[config.mk]
export PLATFORM = sky130hd
export DESIGN_NAME = lcc_line_channel_control
export DESIGN_NICKNAME = d
export VERILOG_FILES = /design/src/hdl/lcc_pkg.sv /design/src/hdl/lcc_line_channel_control.sv
export SDC_FILE = /design/constraint.sdc
export NUM_CORES = 1
export LEC_CHECK = 0
export BUFFER_PORTS_ARGS = -buffer_cell sky130_fd_sc_hd__buf_2
export CAP_MARGIN = 20
export CORE_MARGIN = 1.5
export CORE_UTILIZATION = 40
export CTS_CLUSTER_SIZE = 16
export DETAILED_ROUTE_END_ITERATION = 10
export PLACE_DENSITY = 0.68
export SLEW_MARGIN = 0
export SYNTH_ARGS = -nofsm -noshare
export SYNTH_HDL_FRONTEND = slang
export SYNTH_SLANG_ARGS = --single-unit
[constraint.sdc]
create_clock -name i_clk -period 2 [get_ports i_clk]
set_input_delay 0.1 -clock i_clk [delete_from_list [all_inputs] [get_ports i_clk]]
set_output_delay 0.1 -clock i_clk [all_outputs]
set_load 0.02 [all_outputs]
[src/hdl/lcc_pkg.sv]
`default_nettype none
package lcc_pkg;
	// control memory byte addresses
	localparam logic [7:0] ADDR_ACTIVATION = 8'h81;
	localparam logic [7:0] ADDR_DIRECTION  = 8'h9e;
	localparam logic [7:0] ADDR_OUT_VALUE  = 8'h9f;
	localparam logic [7:0] ADDR_LEAD_STATE = 8'ha0;

	// channel_activation fields
	localparam int ACT_BIT  = 0;
	localparam int LOOP_LSB = 1;
	localparam int LOOP_MSB = 3;

	// reset values
	localparam logic [7:0] ACT_RESET = 8'h00;
	localparam logic [7:0] DIR_RESET = 8'h0c;
	localparam logic [7:0] OUT_RESET = 8'h00;

	// block shape
	localparam int NUM_CH    = 4;
	localparam int NUM_LEADS = 6;
	localparam int SAMPLE_W  = 8;

	typedef enum logic [2:0] {
		LCC_LOOP_NONE     = 3'b000,
		LCC_LOOP_DIG_PCM  = 3'b001,
		LCC_LOOP_DIG_CONV = 3'b010,
		LCC_LOOP_DIG_FULL = 3'b011,
		LCC_LOOP_ANA_DSM  = 3'b100,
		LCC_LOOP_ANA_PCM  = 3'b101
	} lcc_loop_t;
endpackage
`default_nettype wire

[src/hdl/lcc_line_channel_control.sv]
// Notes on behaviour
// - standby after reset or activation bit 0
// - register and lead access work in standby
// - standby ignores analog and PCM inputs
// - digital loop returns PCM receive to transmit
// - digital loop at conversion boundary
// - digital loop after full processing chain
// - analog loop at delta-sigma digital side
// - analog loop at PCM interface
// - equal time slots loop own PCM back
// - direction location selects lead in/out
// - output value reaches leads within a frame
// - lead state sampled every frame strobe
// - channel reset floats leads 0,1,4,5
// - channel reset drives leads 2,3 low
// - fast scan returns leads 0,1 all channels
// - reads never disturb channel operation
// - fast scan is one byte, one reply
// - scan reply bit 2n,2n+1 per channel
`timescale 1ns/100ps
`default_nettype none
module lcc_line_channel_control #(
	parameter int NUM_LEADS = lcc_pkg::NUM_LEADS,
	parameter int SAMPLE_W  = lcc_pkg::SAMPLE_W
) (
	input  wire logic                                      i_clk,
	input  wire logic                                      i_rst_n,
	input  wire logic [lcc_pkg::NUM_CH-1:0]                i_chan_reset,
	input  wire logic                                      i_frame_strobe,
	input  wire logic                                      i_wr_en,
	input  wire logic                                      i_rd_en,
	input  wire logic [1:0]                                i_chan,
	input  wire logic [7:0]                                i_addr,
	input  wire logic [7:0]                                i_wdata,
	output logic      [7:0]                                o_rdata,
	output logic                                           o_rd_valid,
	input  wire logic                                      i_scan_req,
	output logic      [7:0]                                o_scan_data,
	output logic                                           o_scan_valid,
	input  wire logic [lcc_pkg::NUM_CH-1:0][NUM_LEADS-1:0] i_lead_in,
	output logic      [lcc_pkg::NUM_CH-1:0][NUM_LEADS-1:0] o_lead_out,
	output logic      [lcc_pkg::NUM_CH-1:0][NUM_LEADS-1:0] o_lead_oe,
	input  wire logic [lcc_pkg::NUM_CH-1:0][SAMPLE_W-1:0]  i_pcm_rx,
	input  wire logic [lcc_pkg::NUM_CH-1:0][SAMPLE_W-1:0]  i_adc_data,
	input  wire logic [lcc_pkg::NUM_CH-1:0]                i_slots_equal,
	output logic      [lcc_pkg::NUM_CH-1:0][SAMPLE_W-1:0]  o_pcm_tx,
	output logic      [lcc_pkg::NUM_CH-1:0][SAMPLE_W-1:0]  o_dac_data,
	output logic      [lcc_pkg::NUM_CH-1:0]                o_active
);
	localparam int NCH = lcc_pkg::NUM_CH;

	function automatic logic [7:0] lead_mask();
		logic [7:0] m;
		m = 8'h00;
		for (int i = 0; i < 8; i++) begin
			m[i] = (i < NUM_LEADS);
		end
		return m;
	endfunction

	function automatic logic [7:0] widen(input logic [NUM_LEADS-1:0] v);
		logic [7:0] w;
		w = 8'h00;
		for (int i = 0; i < NUM_LEADS; i++) begin
			w[i] = v[i];
		end
		return w;
	endfunction

	localparam logic [7:0] MASK = lead_mask();

	// control memory
	logic [NCH-1:0][7:0] chan_act;
	logic [NCH-1:0][7:0] lead_dir;
	logic [NCH-1:0][7:0] lead_val;
	logic [NCH-1:0][7:0] lead_state;
	logic [NCH-1:0][7:0] next_chan_act;
	logic [NCH-1:0][7:0] next_lead_dir;
	logic [NCH-1:0][7:0] next_lead_val;
	logic [NCH-1:0][7:0] next_lead_state;
	logic [NCH-1:0][NUM_LEADS-1:0] next_lead_out;
	logic [NCH-1:0][NUM_LEADS-1:0] next_lead_oe;

	// register and lead group
	always_comb begin
		next_chan_act   = chan_act;
		next_lead_dir   = lead_dir;
		next_lead_val   = lead_val;
		next_lead_state = lead_state;
		next_lead_out   = o_lead_out;
		next_lead_oe    = o_lead_oe;
		for (int c = 0; c < NCH; c++) begin
			// writes land in standby too; reads touch nothing here
			if (i_wr_en && i_chan == 2'(c)) begin
				case (i_addr)
					lcc_pkg::ADDR_ACTIVATION: begin
						next_chan_act[c] = i_wdata;
					end
					lcc_pkg::ADDR_DIRECTION: begin
						next_lead_dir[c] = i_wdata & MASK;
					end
					lcc_pkg::ADDR_OUT_VALUE: begin
						next_lead_val[c] = i_wdata & MASK;
					end
					default: begin
						next_chan_act[c] = next_chan_act[c];
					end
				endcase
			end
			// outside channel reset, leads only move on the frame strobe, so writes land
			// within one frame and inputs are frame-synchronous
			if (i_frame_strobe) begin
				next_lead_out[c]   = lead_val[c][NUM_LEADS-1:0];
				next_lead_oe[c]    = lead_dir[c][NUM_LEADS-1:0];
				next_lead_state[c] = widen(i_lead_in[c]);
			end
			if (i_chan_reset[c]) begin
				next_chan_act[c] = lcc_pkg::ACT_RESET;
				next_lead_dir[c] = lcc_pkg::DIR_RESET & MASK;
				next_lead_val[c] = lcc_pkg::OUT_RESET;
				// reset acts at once, not at the next frame
				next_lead_oe[c]  = NUM_LEADS'(lcc_pkg::DIR_RESET);
				next_lead_out[c] = '0;
			end
		end
	end

	always_ff @(posedge i_clk) begin
		if (!i_rst_n) begin
			for (int c = 0; c < NCH; c++) begin
				chan_act[c]   <= lcc_pkg::ACT_RESET;
				lead_dir[c]   <= lcc_pkg::DIR_RESET & MASK;
				lead_val[c]   <= lcc_pkg::OUT_RESET;
				lead_state[c] <= 8'h00;
				o_lead_oe[c]  <= NUM_LEADS'(lcc_pkg::DIR_RESET);
				o_lead_out[c] <= '0;
			end
		end else begin
			chan_act   <= next_chan_act;
			lead_dir   <= next_lead_dir;
			lead_val   <= next_lead_val;
			lead_state <= next_lead_state;
			o_lead_out <= next_lead_out;
			o_lead_oe  <= next_lead_oe;
		end
	end

	// read and fast scan answers
	logic [7:0] next_rdata;
	logic [7:0] next_scan_data;

	always_comb begin
		case (i_addr)
			lcc_pkg::ADDR_ACTIVATION: next_rdata = chan_act[i_chan];
			lcc_pkg::ADDR_DIRECTION:  next_rdata = lead_dir[i_chan] & MASK;
			lcc_pkg::ADDR_OUT_VALUE:  next_rdata = lead_val[i_chan] & MASK;
			lcc_pkg::ADDR_LEAD_STATE: next_rdata = lead_state[i_chan] & MASK;
			default:                  next_rdata = 8'h00;
		endcase
		if (!i_rd_en) begin
			next_rdata = o_rdata;
		end
		next_scan_data = o_scan_data;
		if (i_scan_req) begin
			for (int c = 0; c < NCH; c++) begin
				next_scan_data[2*c]   = lead_state[c][0];
				next_scan_data[2*c+1] = lead_state[c][1];
			end
		end
	end

	always_ff @(posedge i_clk) begin
		if (!i_rst_n) begin
			o_rdata      <= 8'h00;
			o_rd_valid   <= 1'b0;
			o_scan_data  <= 8'h00;
			o_scan_valid <= 1'b0;
		end else begin
			o_rdata      <= next_rdata;
			o_rd_valid   <= i_rd_en;
			o_scan_data  <= next_scan_data;
			o_scan_valid <= i_scan_req;
		end
	end

	// sample path with loopbacks, one sample per frame per channel
	logic [NCH-1:0][SAMPLE_W-1:0] next_pcm_tx;
	logic [NCH-1:0][SAMPLE_W-1:0] next_dac;
	logic [NCH-1:0]               next_active;

	always_comb begin
		logic [SAMPLE_W-1:0] rx_s;
		logic [SAMPLE_W-1:0] adc_s;
		lcc_pkg::lcc_loop_t  mode;
		rx_s        = '0;
		adc_s       = '0;
		mode        = lcc_pkg::LCC_LOOP_NONE;
		next_pcm_tx = o_pcm_tx;
		next_dac    = o_dac_data;
		for (int c = 0; c < NCH; c++) begin
			next_active[c] = next_chan_act[c][lcc_pkg::ACT_BIT];
			mode  = lcc_pkg::lcc_loop_t'(
				chan_act[c][lcc_pkg::LOOP_MSB:lcc_pkg::LOOP_LSB]);
			rx_s  = i_pcm_rx[c];
			adc_s = i_adc_data[c];
			if (i_slots_equal[c]) begin
				rx_s = o_pcm_tx[c];
			end
			if (i_frame_strobe) begin
				case (mode)
					lcc_pkg::LCC_LOOP_DIG_PCM: begin
						next_pcm_tx[c] = rx_s;
						next_dac[c]    = rx_s;
					end
					lcc_pkg::LCC_LOOP_DIG_CONV: begin
						next_dac[c]    = rx_s;
						next_pcm_tx[c] = rx_s;
					end
					lcc_pkg::LCC_LOOP_DIG_FULL: begin
						// one frame later: passes the converter stage
						next_dac[c]    = rx_s;
						next_pcm_tx[c] = o_dac_data[c];
					end
					lcc_pkg::LCC_LOOP_ANA_DSM: begin
						next_dac[c]    = adc_s;
						next_pcm_tx[c] = adc_s;
					end
					lcc_pkg::LCC_LOOP_ANA_PCM: begin
						next_pcm_tx[c] = adc_s;
						next_dac[c]    = o_pcm_tx[c];
					end
					default: begin
						next_pcm_tx[c] = adc_s;
						next_dac[c]    = rx_s;
					end
				endcase
				// standby drops both inputs; only idle code leaves
				if (!chan_act[c][lcc_pkg::ACT_BIT]) begin
					next_pcm_tx[c] = '0;
					next_dac[c]    = '0;
				end
			end
			if (i_chan_reset[c]) begin
				next_pcm_tx[c] = '0;
				next_dac[c]    = '0;
			end
		end
	end

	always_ff @(posedge i_clk) begin
		if (!i_rst_n) begin
			o_pcm_tx   <= '0;
			o_dac_data <= '0;
			o_active   <= '0;
		end else begin
			o_pcm_tx   <= next_pcm_tx;
			o_dac_data <= next_dac;
			o_active   <= next_active;
		end
	end
endmodule
`default_nettype wire

Word-level counts from Yosys, hierarchy flattened
Cells that the tools add are included.
{ "totals": {"register_bits": 238, "latch_bits": 0, "mem_bits_rw": 0, "rom_bits": 0, "in_bits": 120, "output_inout_bits": 134, "wordCells": 136, "n_memories": 0} }
{ "classes": {"addsub": 0, "multipliers": 0, "div_mod_pow": 0, "magnitude_cmp": 1, "eq_ne": 27, "n_shift": 0, "muxes": 41, "n_bitwise": 1, "reduce_logical": 25} }
{ "ops": {"columns": ["operator", "n"], "rows": [
  ["$pmux 8 s2", 8],
  ["$mux 8", 13],
  ["$bmux 8 s2", 4],
  ["$eq 8x8->1 const B", 4],
  ["$pmux 8 s4", 1],
  ["$eq 3x2->1 const B", 8],
  ["$eq 3x3->1 const B", 8],
  ["$reduce_and 2->1", 12],
  ["$mux 6", 3],
  ["$reduce_or 2->1", 8],
  ["$eq 3x1->1 const B", 4],
  ["$mux 1", 12],
  ["$eq 2x2->1 const B", 2],
  ["$logic_and 1x1->1", 4],
  ["$lt 2x3->1 const B", 1],
  ["$eq 2x1->1 const B", 1],
  ["$logic_not 2->1", 1],
  ["$not 1->1", 1]
]} }

Longest topological paths before layout
{ "depth": {"depth_word": 4, "ltp_mapped": 7, "depth_no_buf": 4} }

Worst setup path after synthesis
OpenSTA, ideal clock, no wires.
{ "synth_timing": {"path_type": "reg-to-reg", "startpoint": "register chan_act[18] (netlist name)", "endpoint": "register o_dac_data[17] (netlist name)", "setup_time_ps": 71, "arrival_time_ps": 1533, "required_ps": 1929, "setup_slack_ps": 397, "stages_incl_launch_ff": 6, "path_buffers": 1, "period_less_slack_ps": 1603, "path_cell_list": "dfxtp_1 -> nand2b_1 -> clkbuf_1 -> mux2i_1 -> o221ai_1 -> a21oi_1"} }
{ "synth_via": {"elab_chain_len": 3, "elab_cells_between_ends": 4, "classes_between": "2 x eq/ne; 2 x mux"} }
{ "synth_lines": {"columns": ["item", "line_no", "source"], "rows": [
  ["start, declared", "lcc_line_channel_control.sv:73", "logic [NCH-1:0][7:0] chan_act;"],
  ["start signal, assigned by index", "lcc_line_channel_control.sv:131", "chan_act[c] <= lcc_pkg::ACT_RESET;"],
  ["start signal, assigned", "lcc_line_channel_control.sv:139", "chan_act <= next_chan_act;"],
  ["$eq 3x3->1", "lcc_line_channel_control.sv:210", "case (mode)"],
  ["$pmux 8 s2 (*)", "lcc_line_channel_control.sv:210", null],
  ["$mux 8 (*)", "lcc_line_channel_control.sv:238", "if (!chan_act[c][lcc_pkg::ACT_BIT]) begin"],
  ["end signal, assigned", "lcc_line_channel_control.sv:257", "o_dac_data <= next_dac;"],
  ["end, declared", "lcc_line_channel_control.sv:47", "output logic [lcc_pkg::NUM_CH-1:0][SAMPLE_W-1:0] o_dac_data,"]
]} }
Every way passes the cells marked *; elsewhere a longest branch is shown, timed or not.
A chain may end at the register's enable or synchronous reset.

Worst setup path after layout
{ "layout_timing": {"startpoint": "input port i_addr[3]", "endpoint": "register chan_act[5] (netlist name)"} }
{ "layout_via": {"elab_chain_len": 2} }
{ "layout_lines": {"columns": ["item", "line_no", "source"], "rows": [
  ["start, declared", "lcc_line_channel_control.sv:33", "input wire logic [7:0] i_addr,"],
  ["$eq 8x8->1", "lcc_line_channel_control.sv:95", "case (i_addr)"],
  ["$reduce_and 2->1 (no source line)", null, null]
]} }
No other way between the ends.

==> impl_summary.log <==
INFO  metric clkLatencyLatePin = approximately 0.53 ns
INFO  metric crit_type = input port to flip-flop
INFO  metric initial_drt_pass_iterations = 5
INFO  metric synth.yosys.warnings = 0
INFO  metric synth.ff_latch_count = 234
INFO  metric core_region_area = 0.0279 mm²
INFO  metric vias_per_cell = around 5.5
INFO  metric commonest_non_fill_non_tap_cells_in_the_layout = buf_2 (252), dfxtp_1 (234), mux2i_1 (170)
INFO  metric cp.depth = 7
INFO  metric mappedNetlistArea = about 0.011 mm²
INFO  metric rows = 61
INFO  metric initial_core_util = between 40 and 50%
INFO  metric post_synth_inst_count = between 1000 and 1500
INFO  metric worst_path_largest_cell_delay = ~0.6 ns
INFO  metric track_usage = roughly a quarter
INFO  metric die_width = ~170 µm
INFO  metric drive_above_1_share = between 20% and 30%
INFO  metric layout_worst_path_cycle_share = 87.5%
INFO  metric tritoncts_clock_tree = built
INFO  metric gp_routability_congestion = 0.846
INFO  metric ctsLongestPathBuffers = 3
INFO  metric critical_path.max_fanout = 9
INFO  metric synthDistinctLibCells = 45
INFO  metric cp-startpoint = i_addr[3]
INFO  metric timing.hold.ws = between 0.02 and 0.03 ns
INFO  metric critical_path.startpoint_type = input port
INFO  metric gr-total-overflow = 0
INFO  metric cts_inserted_buffers = 26
INFO  metric cts_sink_cnt = 234
INFO  metric place_hpwl = 24500 µm
INFO  metric critical_path.endpoint = chan_act[5]$_SDFFE_PP0P_
INFO  metric grt_max_degree = 39
INFO  metric timing.critical_path.max_delay_family = buffers and inverters
INFO  metric rr_startpoint = chan_act[27]$_SDFFE_PP0P_
INFO  metric number_of_violations_reported_at_the_end_of_detailed_routing_iteration_0 = 820
INFO  metric mostFrequentLayoutCell = buf_2
INFO  metric critical_path.reg2reg.endpoint = o_dac_data[25]$_SDFFE_PP0P_
INFO  metric boundaryPins = about 250
INFO  metric report.final.setup_viol = 0
INFO  metric fillers = about 2400
INFO  metric post_route_drc = 0
INFO  metric min_period = 1.75 ns
INFO  metric reg2reg_depth = 4
INFO  metric slew-limit-headroom = between 40% and 50%
INFO  metric yosys_most_used_dff = dfxtp_1
INFO  metric finish.net_count = 1604
INFO  metric timing.final.hold_violations = 0
INFO  metric dieHeight = roughly 170 µm
INFO  metric grt_pass1_wl = around 54000 µm
INFO  metric cts_htree_levels = 1
INFO  metric critPathSlowestCell = or4_4
INFO  metric power_density = about 700 mW/mm²
INFO  metric rsz0062_at_grt = no
INFO  metric syn_nets = approximately 1300
INFO  metric timing.critical_path.arrival = between 2 and 2.5 ns
INFO  metric synth_edf_count = 0
INFO  metric async_reset_ff_share = 0%
INFO  metric run_status = completed
INFO  metric worst_hold_path.num_cells = 3
INFO  metric timing_max_transition_violations_final = 0
INFO  metric area_of_all_sequential_standard_cells = 0.00468 mm²
INFO  metric num_vias = 10300
INFO  metric multiInputGateArea = between 0.006 and 0.007 mm²
INFO  metric tns = 0 ns
INFO  metric numPortBuffers = roughly 250
INFO  metric cts_resized = 0
INFO  metric seq_area_frac_synth = between 40% and 50%
INFO  metric p_leak = 6.32 nW
INFO  metric area_delta_synth_final = 31.2%
INFO  metric worst_setup_path_end_kind = flip-flop
INFO  metric design.die.area = slightly below 0.03 mm²
INFO  metric max_cap_viol_count = 0
INFO  metric cell_at_the_root_of_the_clock_tree = clkbuf_16
INFO  metric irDropWorstVdd = 531 µV
INFO  metric cp_cell_sequence = dlygate4sd3_1, buf_2, or4_4, nor4b_4, buf_4, mux2i_1, nor2_1
INFO  metric cts.reportedPaths.clkPinSlew = about 0.060 ns
INFO  metric timing_worst_slew_pin_value = roughly 0.82 ns
INFO  metric route.detailed.wl_per_inst = ~19 µm
INFO  metric synth_area_per_cell = about 10 µm²
INFO  metric min_path_type = input port to flip-flop
INFO  metric grt_antenna_before_repair = 1
INFO  metric routed_wl = between 30000 and 40000 µm
INFO  metric postLayoutCoreUtil = 53.4%
INFO  metric first_global_vias = ~10000
INFO  metric worst-endpoint-required = between 2 and 2.5 ns
INFO  metric critical_path.n_buffers_inverters = 3
INFO  metric clock.fmax = roughly 570 MHz
INFO  metric regToRegSetupSlack = around 0.28 ns
INFO  metric worst_hold_startpoint = i_wdata[1]
INFO  metric drt.antenna.violating_nets = 0
INFO  metric finalClockSkew = 0.00988 ns
## registers in the layout (all words and copies together), names as in the netlist
name	count
lead_val	24
o_rdata	8
lead_dir	24
chan_act	29
o_scan_data	8
o_lead_out	24
o_active	3
o_dac_data	32
o_rd_valid	1
lead_state	24
o_pcm_tx	32
o_lead_oe	24
o_scan_valid	1
## worst register-to-register path, cell delays in order (launching register included)
cell	delay [ns]
dfxtp_1	0.35
nand2b_1	0.13
mux2i_1	0.71
o221ai_1	0.25
a21oi_1	0.21
## cell usage after synthesis, drive strengths merged (4+ instances only)
cell	n	share of area [%]
a311oi	16	1.2
mux2i	172	15
nor2b	41	2.3
nand2	28	0.93
a22oi	12	0.79
nor2	108	3.6
mux4	26	5.2
nand4	16	0.99
o31a	24	1.9
nand2b	98	5.4
o31ai	4	0.26
nand3	6	0.26
o221ai	48	3.7
dfxtp	234	41
and2	7	0.39
inv	8	0.26
a2bb2oi	16	1.2
clkbuf	64	2.5
nor3	4	0.18
a31oi	12	0.66
nand4b	12	0.93
mux2	6	0.60
a21oi	80	3.5
o21ai	56	2.5
buf	46	2.2
## report_power, final
part           total (W)  switching (W)  internal [W]
sequential       0.00472      0.0000218       0.00470
combinational   0.000899       0.000468      0.000430
clock            0.00496        0.00195       0.00301
total             0.0106        0.00244       0.00813
## how the worst min path moves through the flow
| stage | endpoint | slack, ns |
|---|---|---|
| global placement | lead_state[5]$_SDFFE_PN0P_ | 0.36 |
| detailed placement | lead_state[9]$_SDFFE_PN0P_ | 0.37 |
| CTS | lead_dir[8]$_SDFFE_PP0P_ | 0.01 |
| global route | lead_dir[8]$_SDFFE_PP0P_ | 0.03 |
| finish | lead_dir[9]$_SDFFE_PP0P_ | 0.03 |
| floorplan | o_lead_oe[20]$_SDFFE_PP1P_ | 0.22 |
## cells by family after synthesis
group	synth area share (%)
xor gates and xnor gates	0.232
AOI/OAI and AO/OA	16.0
and+or+nand+nor	16.4
DFF	41.3
muxes	21.0
buffers and inverters	4.95
## layout make-up
cell class / instances / area share, %
clock buffers: 42 / 5.66
repair buffers: 399 / 17.9
inverters: 8 / 0.202
multi-input cells: 815 / 41.1
clock inverters: 6 / 0.438
well taps: 378 / 3.18
flip-flops and latches: 234 / 31.5
diodes: 2 / 0.0337
## routing by layer
layer / part of all wire (%) / track usage (%) / vias up
met5: 0 / 0 / -
met4: 2.6 / 7.74 / 0
met3: 7.2 / 4.90 / 62
met2: 47 / 38.4 / 387
met1: 43 / 30.6 / 4905
li1: - / - / 4922
## metrics by stage
| step | instances | total power, W | area (µm²) | setup WS (ns) |
|---|---|---|---|---|
| floorplan | 1167 | 0.00526 | 11300 | 0.397 |
| global placement | 1734 | 0.00555 | 13000 | 0.280 |
| detailed placement | 1734 | 0.00556 | 13000 | 0.261 |
| CTS | 1882 | 0.0107 | 14900 | 0.273 |
| global route | 1883 | 0.0109 | 14900 | 0.106 |
| finish | 1884 | 0.0106 | 14900 | 0.250 |
## timing repair
action	4_1_cts	5_1_grt
hold buffers	100	0
endpoints found under the hold margin	123	0
buffers inserted	0	0
No activity file was read; power rests on OpenSTA's default activity.
